**config.mk**
```make
export PLATFORM = sky130hd
export DESIGN_NAME = split_transaction_commit_regs
export DESIGN_NICKNAME = d
export VERILOG_FILES = /design/src/shared/split_commit_pkg.sv /design/src/hdl/commit_gate.sv /design/src/hdl/apb_access.sv /design/src/hdl/split_transaction_commit_regs.sv
export SDC_FILE = /design/constraint.sdc
export NUM_CORES = 1
export LEC_CHECK = 0
export ABC_AREA = 0
export BUFFER_PORTS_ARGS = -buffer_cell sky130_fd_sc_hd__buf_4
export CAP_MARGIN = 0
export CORE_ASPECT_RATIO = 0.7
export CORE_MARGIN = 8
export CORE_UTILIZATION = 42
export DETAILED_ROUTE_END_ITERATION = 10
export PLACE_DENSITY_LB_ADDON = 0.08
export SYNTH_ARGS = -nofsm -noshare
export SYNTH_HDL_FRONTEND = slang
export SYNTH_HIERARCHICAL = 1
export SYNTH_SLANG_ARGS = --single-unit
export TNS_END_PERCENT = 10
```
**constraint.sdc**
```tcl
create_clock -name clk_in -period 5.4 [get_ports clk_in]
set_clock_uncertainty 0.1 [all_clocks]
set_input_delay 0.81 -clock clk_in [delete_from_list [all_inputs] [get_ports clk_in]]
set_output_delay 0.81 -clock clk_in [all_outputs]
set_load 0.05 [all_outputs]
```
**src/shared/split_commit_pkg.sv**
```systemverilog
// constants for the split-transaction commitment register bank
package split_commit_pkg;
    localparam int          ADDR_W        = 8;
    localparam int          DATA_W        = 32;
    localparam int          ADQ_W         = 16;
    localparam logic [7:0]  OFF_UP_COMMIT = 8'h88;
    localparam logic [7:0]  OFF_DN_COMMIT = 8'h8c;
    localparam logic [7:0]  OFF_PM_CAP    = 8'h90;
    localparam logic [7:0]  OFF_SPLIT_STS = 8'h84;
    localparam logic [15:0] BUF_CAP_ADQ   = 16'h0010;
    localparam logic [15:0] LIMIT_RST     = 16'h0010;
    localparam logic [15:0] LIMIT_UNBOUND = 16'hffff;
    localparam logic [7:0]  PM_CAP_ID     = 8'h01;
    localparam logic [7:0]  NEXT_CAP_PTR  = 8'ha8;
    localparam int          CAP_LO        = 0;
    localparam int          LIM_LO        = 16;
    localparam int          ID_LO         = 0;
    localparam int          PTR_LO        = 8;
    localparam int          DLY_BIT       = 21;
    localparam logic [31:0] SLVERR_DATA   = 32'h0000_0000;

    typedef enum logic [1:0] {
        DIR_UP = 2'b01,
        DIR_DN = 2'b10
    } dir_t;
endpackage : split_commit_pkg

```
**src/hdl/commit_gate.sv**
```systemverilog
// admission check of one direction against its commitment limit
`timescale 1ns/1ns
`default_nettype none
module commit_gate (
    input  wire logic                                clk_in,
    input  wire logic                                rstn_in,
    input  wire logic [split_commit_pkg::ADQ_W-1:0]  limit_in,
    input  wire logic                                req_valid_in,
    input  wire logic [split_commit_pkg::ADQ_W-1:0]  req_size_in,
    input  wire logic                                cpl_done_in,
    input  wire logic [split_commit_pkg::ADQ_W-1:0]  cpl_size_in,
    output logic                                     req_grant_out,
    output logic                                     req_delay_out,
    output logic [split_commit_pkg::ADQ_W-1:0]       used_out
);
    import split_commit_pkg::*;

    logic [ADQ_W:0] sum;
    logic           fits;
    logic [ADQ_W-1:0] used_nxt;

    always_comb begin
        sum  = {1'b0, used_out} + {1'b0, req_size_in};
        fits = (limit_in == LIMIT_UNBOUND) || (sum <= {1'b0, limit_in});
        used_nxt = used_out;
        if (cpl_done_in)
            used_nxt = (cpl_size_in > used_out) ? '0 : used_out - cpl_size_in;
        if (req_valid_in && fits && limit_in != LIMIT_UNBOUND)
            used_nxt = used_nxt + req_size_in;
    end

    always_ff @(posedge clk_in or negedge rstn_in) begin
        if (!rstn_in) begin
            used_out      <= '0;
            req_grant_out <= 1'b0;
            req_delay_out <= 1'b0;
        end else begin
            used_out      <= used_nxt;
            req_grant_out <= req_valid_in && fits;
            req_delay_out <= req_valid_in && !fits;
        end
    end
endmodule : commit_gate
`default_nettype wire

```
**src/hdl/apb_access.sv**
```systemverilog
// apb slave handshake: one-wait-state access phase
`timescale 1ns/1ns
`default_nettype none
module apb_access (
    input  wire logic clk_in,
    input  wire logic rstn_in,
    input  wire logic psel_in,
    input  wire logic penable_in,
    input  wire logic pwrite_in,
    output logic      pready_out,
    output logic      wr_fire_out,
    output logic      rd_fire_out
);
    always_ff @(posedge clk_in or negedge rstn_in) begin
        if (!rstn_in)
            pready_out <= 1'b0;
        else
            pready_out <= psel_in && penable_in && !pready_out;
    end

    always_comb begin
        wr_fire_out = psel_in && penable_in && pready_out && pwrite_in;
        rd_fire_out = psel_in && penable_in && !pready_out && !pwrite_in;
    end
endmodule : apb_access
`default_nettype wire

```
**src/hdl/split_transaction_commit_regs.sv**
```systemverilog
// split-transaction commitment registers with apb access
//
// Notes on behaviour
// - upstream buffer capability, bits 15:0, read-only 0010h (16 adqs)
// - upstream buffer serves secondary requesters reading primary completers
// - upstream commitment limit bits 31:16, read-write, reset 0010h
// - any value written to either limit is accepted
// - limit ffffh forwards any split request regardless of free space
// - downstream buffer capability read-only 0010h (16 adqs)
// - downstream buffer serves primary requesters reading secondary completers
// - downstream commitment limit bits 31:16, read-write, reset 0010h
// - capability id 01h in bits 7:0 at 90h, read-only
// - next-capability pointer a8h in bits 15:8, read-only
// - request over limit is delayed; sticky w1c delayed flag bit 21
//
// Design decision made here: the APB slave port.
`timescale 1ns/1ns
`default_nettype none
module split_transaction_commit_regs (
    input  wire logic                                 clk_in,
    input  wire logic                                 rstn_in,
    input  wire logic                                 psel_in,
    input  wire logic                                 penable_in,
    input  wire logic                                 pwrite_in,
    input  wire logic [split_commit_pkg::ADDR_W-1:0]  paddr_in,
    input  wire logic [split_commit_pkg::DATA_W-1:0]  pwdata_in,
    input  wire logic [3:0]                           pstrb_in,
    output logic [split_commit_pkg::DATA_W-1:0]       prdata_out,
    output logic                                      pready_out,
    output logic                                      pslverr_out,
    input  wire logic                                 up_req_valid_in,
    input  wire logic [split_commit_pkg::ADQ_W-1:0]   up_req_size_in,
    input  wire logic                                 up_cpl_done_in,
    input  wire logic [split_commit_pkg::ADQ_W-1:0]   up_cpl_size_in,
    input  wire logic                                 dn_req_valid_in,
    input  wire logic [split_commit_pkg::ADQ_W-1:0]   dn_req_size_in,
    input  wire logic                                 dn_cpl_done_in,
    input  wire logic [split_commit_pkg::ADQ_W-1:0]   dn_cpl_size_in,
    output logic                                      up_req_grant_out,
    output logic                                      up_req_delay_out,
    output logic                                      dn_req_grant_out,
    output logic                                      dn_req_delay_out,
    output logic                                      split_delayed_out
);
    import split_commit_pkg::*;

    logic [ADQ_W-1:0] up_limit_r;
    logic [ADQ_W-1:0] dn_limit_r;
    logic             dly_sts_r;
    logic             wr_fire;
    logic             rd_fire;
    logic             ready_i;
    logic [ADQ_W-1:0] up_used;
    logic [ADQ_W-1:0] dn_used;
    logic [DATA_W-1:0] rd_nxt;
    logic             err_nxt;
    logic             sts_clear;

    function automatic logic [ADQ_W-1:0] merge_hi(
        input logic [ADQ_W-1:0]  old,
        input logic [DATA_W-1:0] wd,
        input logic [3:0]        st
    );
        logic [ADQ_W-1:0] r;
        r = old;
        if (st[2])
            r[7:0] = wd[LIM_LO +: 8];
        if (st[3])
            r[15:8] = wd[LIM_LO+8 +: 8];
        return r;
    endfunction : merge_hi

    function automatic logic mapped(input logic [ADDR_W-1:0] a);
        return a == OFF_UP_COMMIT || a == OFF_DN_COMMIT ||
               a == OFF_PM_CAP || a == OFF_SPLIT_STS;
    endfunction : mapped

    apb_access u_apb (
        .clk_in      (clk_in),
        .rstn_in     (rstn_in),
        .psel_in     (psel_in),
        .penable_in  (penable_in),
        .pwrite_in   (pwrite_in),
        .pready_out  (ready_i),
        .wr_fire_out (wr_fire),
        .rd_fire_out (rd_fire)
    );
    assign pready_out = ready_i;

    // secondary requester -> primary completer
    commit_gate u_up (
        .clk_in        (clk_in),
        .rstn_in       (rstn_in),
        .limit_in      (up_limit_r),
        .req_valid_in  (up_req_valid_in),
        .req_size_in   (up_req_size_in),
        .cpl_done_in   (up_cpl_done_in),
        .cpl_size_in   (up_cpl_size_in),
        .req_grant_out (up_req_grant_out),
        .req_delay_out (up_req_delay_out),
        .used_out      (up_used)
    );

    // primary requester -> secondary completer
    commit_gate u_dn (
        .clk_in        (clk_in),
        .rstn_in       (rstn_in),
        .limit_in      (dn_limit_r),
        .req_valid_in  (dn_req_valid_in),
        .req_size_in   (dn_req_size_in),
        .cpl_done_in   (dn_cpl_done_in),
        .cpl_size_in   (dn_cpl_size_in),
        .req_grant_out (dn_req_grant_out),
        .req_delay_out (dn_req_delay_out),
        .used_out      (dn_used)
    );

    // commitment limits
    always_ff @(posedge clk_in or negedge rstn_in) begin
        if (!rstn_in) begin
            up_limit_r <= LIMIT_RST;
            dn_limit_r <= LIMIT_RST;
        end else if (wr_fire) begin
            if (paddr_in == OFF_UP_COMMIT)
                up_limit_r <= merge_hi(up_limit_r, pwdata_in, pstrb_in);
            if (paddr_in == OFF_DN_COMMIT)
                dn_limit_r <= merge_hi(dn_limit_r, pwdata_in, pstrb_in);
        end
    end

    // sticky delayed flag, set beats clear
    always_ff @(posedge clk_in or negedge rstn_in) begin
        if (!rstn_in)
            dly_sts_r <= 1'b0;
        else if (up_req_delay_out || dn_req_delay_out)
            dly_sts_r <= 1'b1;
        else if (wr_fire && paddr_in == OFF_SPLIT_STS && pstrb_in[2] &&
                 pwdata_in[DLY_BIT])
            dly_sts_r <= 1'b0;
    end

    always_ff @(posedge clk_in or negedge rstn_in) begin
        if (!rstn_in)
            split_delayed_out <= 1'b0;
        else
            split_delayed_out <= dly_sts_r;
    end

    // read mux; fixed fields come from constants only
    always_comb begin
        rd_nxt = '0;
        case (paddr_in)
            OFF_UP_COMMIT: begin
                rd_nxt[CAP_LO +: ADQ_W] = BUF_CAP_ADQ;
                rd_nxt[LIM_LO +: ADQ_W] = up_limit_r;
            end
            OFF_DN_COMMIT: begin
                rd_nxt[CAP_LO +: ADQ_W] = BUF_CAP_ADQ;
                rd_nxt[LIM_LO +: ADQ_W] = dn_limit_r;
            end
            OFF_PM_CAP: begin
                rd_nxt[ID_LO +: 8]  = PM_CAP_ID;
                rd_nxt[PTR_LO +: 8] = NEXT_CAP_PTR;
            end
            OFF_SPLIT_STS: rd_nxt[DLY_BIT] = dly_sts_r;
            default: rd_nxt = SLVERR_DATA;
        endcase
        err_nxt = !mapped(paddr_in);
    end

    always_ff @(posedge clk_in or negedge rstn_in) begin
        if (!rstn_in) begin
            prdata_out  <= '0;
            pslverr_out <= 1'b0;
        end else begin
            if (rd_fire)
                prdata_out <= rd_nxt;
            pslverr_out <= psel_in && penable_in && !ready_i && err_nxt;
        end
    end

    assign sts_clear = wr_fire && paddr_in == OFF_SPLIT_STS && pstrb_in[2] &&
                       pwdata_in[DLY_BIT];
endmodule : split_transaction_commit_regs
`default_nettype wire

```
==> metrics.txt <==
Initial Utilization=around 42%; Yosys top cell area share=23.0%; ratio of cells with drive above 1 in the final layout=roughly a quarter; met2 routed WL=about 9.6 mm; Nets=~1500; Worst Slack Setup Final=~260 ps; width of the chip=between 150 and 200 um; FFs w/ async S/R, synth=100%; Post-Synth Simple-Gate Area=14.1%; Crit Path Class=in -> reg; critical path fanouts, max=7; DRT met1 WL=around 15 mm; CTS max path bufs=2; mapped cell area=between 9000 and 10000 um2; metal3 WL=1.74 mm; Routed WL=approximately 27 mm; CP max-delay cell=fa_1; overall power consumption=around 0.005 W; Buf+Inv Stages, Crit Path=4; antenna-violating nets left=0; min cycle time layout=5140 ps; cell taking the most area after synthesis=dfrtp_1; final setup violating endpoints=0; die area=27900 um2; LEAKAGE=roughly 5.7 nW; worst-skew pair later-pin latency=between 300 and 400 ps; top post-synthesis cells by area=dfrtp_1 23%, ha_1 16%, mux2_2 4.9%, xnor2_1 4.8%, inv_1 4.0%; Residual DRC=0; vias in the first global route=roughly 7600; clock tree sinks=90; row cnt=46; Post-DP HPWL=roughly 22 mm; Ports=between 150 and 200; pin count of the biggest net entering global routing=55; H-tree depth=3; Most common cell on crit path=buf_4; vias=between 8000 and 9000; dpl ws=-270 ps; period utilization=a little over nine tenths; Hold WC Path Type=reg -> reg; family with the most delay on the worst path=compound AO/OA/AOI/OAI gates; Initial DRC Count=551; Synth Area in Adders=between 15 and 20%; RSZ-0062 raised after global routing=false; Worst Path Required=roughly 5600 ps; Int Pwr=0.00283 W; cell count after placement=about 1500; Max-Cap Viols=0; port bufs=roughly 130; peak supply drop=0.332 mV; initial antenna violation count=1; post-synthesis mux area share=approximately 8.7%; Critical Path AT=5290 ps; CP peak stage delay=410 ps; Overflow after GRT=0; Fmax=roughly 0.2 GHz; DR pass1 iterations=5; status=finished clean; sequential area share after synthesis=a little under a quarter; post-synth cell types=99; RePlAce Congestion=roughly 0.82; synth warn=6; Setup crit start kind=input pin; CTS tree=done; Core Area=22500 um2; pins over their slew limit=0; Synth Area in Compound Gates=between 20% and 30%; Slew @ Worst Pin=roughly 930 ps; total CTS buffers=9; vias per cell=about 5.3; die height=142 um; number of synthesized flops with an enable pin=0; TNS Setup=0 ps; total track usage=18.9%; Final Hold Fails=0; Routed WL per cell=between 15 and 20 um; Area Overhead vs Synth=20.2%; Synth Flop Type=dfrtp_1; Synth Register Bits=90; Post-synth top cells=126 x ha_1, 103 x inv_1, 88 x dfrtp_1; Gate power share=68.8%; CTS Hold Bufs=0; Flop pwr share=17.6%; most frequent cell after synthesis=ha_1; Synth Instances=a little over 1000; ANT cells=0; CTS Root Cell=clkbuf_16; Net Sw Frac=44.2%; Worst Setup End Kind=register; crit path cell chain=buf_4 -> ha_1 -> inv_1 -> fa_1 -> a211oi_2 -> o21ai_2 -> a31oi_2 -> o31a_2 -> o32ai_4 -> o21a_4 -> a22o_1 -> ha_1 -> nand3_1 -> o21ai_0 -> nor4_1 -> buf_4 -> o31ai_1 -> buf_4 -> o211a_1 -> o21a_1 -> o21ai_0 -> o311a_1 -> xor2_1; Clock power frac=13.6%; Highest Signal Layer=met5; first-pass GRT wire length=42.1 mm; Slew Limit Headroom=around two fifths; register clock-pin slew on the reported worst setup and hold paths=80 ps; largest family of logic cells by synthesized area=compound AO/OA/AOI/OAI gates; power per cell area=approximately 440 nW/um2; Net Sw Power=roughly 0.0022 W; syn avg cell area=a little over 9 um2; fin cells=1525; xor and xnor area share after synthesis=6.51%
==> final cells by class <==
type	count	area [um2]
tap	312	390
fill	2161	11000
sequential	90	2250
timing repair buffer	184	1390
clock buffer	9	225
multi-input combinational	820	6760
clock inverter	7	83.8
inverter	103	387
==> worst paths after layout <==
check / slack, ps / from / cells after the start / endpoint
worst max-delay path: 260 / dn_cpl_size_in[0] / 23 / u_dn/used_out[15]
worst max register to register: 290 / u_dn/used_out[0] / 23 / u_dn/used_out[15]
worst min-delay path: 320 / dly_sts_r / 0 / split_delayed_out
min in group asynchronous: 410 / rstn_in / 1 / u_up/used_out[0]
max in group asynchronous: 3730 / rstn_in / 2 / dn_limit_r[9]
worst min register to register: 320 / dly_sts_r / 0 / split_delayed_out
==> logic make-up after synthesis <==
kind of cell	after synthesis
compound gates	286
simple gates	247
buf+inv	135
fa+ha+maj	132
flops	90
mux	73
xor+xnor	71
other cells	1
==> through the flow <==
step / utilization, % / hold slack [ps] / area, um2
after CTS: 50.9 / 327 / 11500
after detailed placement: 49.5 / 311 / 11100
final: 51.1 / 320 / 11500
after floorplan: - / 274 / 9600
after global routing: 51.1 / 349 / 11500
after global placement: 49.5 / 312 / 11100
==> metal layers <==
| layer | vias to the layer above | GRT usage [%] |
|---|---|---|
| li1 | 4121 | - |
| met1 | 3769 | 31.0 |
| met2 | 185 | 23.9 |
| met3 | 15 | 4.84 |
| met4 | 2 | 2.47 |
| met5 | - | 0 |
==> sequential cells by signal, summed over array words and instances (netlist names) <==
register and cells:
u_up/used_out 16, u_dn/used_out 16, u_up/req_grant_out 1, split_delayed_out 1, prdata_out 18, u_dn/req_delay_out 1
dly_sts_r 1, u_apb/pready_out 1, u_dn/req_grant_out 1, up_limit_r 16, u_up/req_delay_out 1, dn_limit_r 16
pslverr_out 1
==> cells in the final DEF, fill, tap and decap left out, drive strengths merged, types with 17 or more instances in the layout <==
| cell | instances |
|---|---|
| buf | 184 |
| ha | 126 |
| inv | 108 |
| dfrtp | 88 |
| nor2 | 82 |
| a21oi | 65 |
| mux2 | 53 |
| xnor2 | 52 |
| o21ai | 49 |
| nand2 | 40 |
| a22o | 38 |
| a21o | 23 |
| nand3 | 21 |
| mux2i | 20 |
| xor2 | 19 |
| o21a | 18 |
| nand4 | 17 |
==> repair_timing <==
item / in CTS / in global routing
endpoints found under the setup margin: 0 / 5
buffers inserted: 0 / 1
resized for setup: 0 / 6
==> power groups by stage <==
stage               sequential (W)  combinational, W  clock [W]
floorplan                 0.000906           0.00260          0
global placement          0.000911           0.00339          0
detailed placement        0.000908           0.00343          0
CTS                       0.000897           0.00345   0.000706
global route              0.000908           0.00390   0.000737
finish                    0.000893           0.00349   0.000688
(Power assumes the default switching activity.)
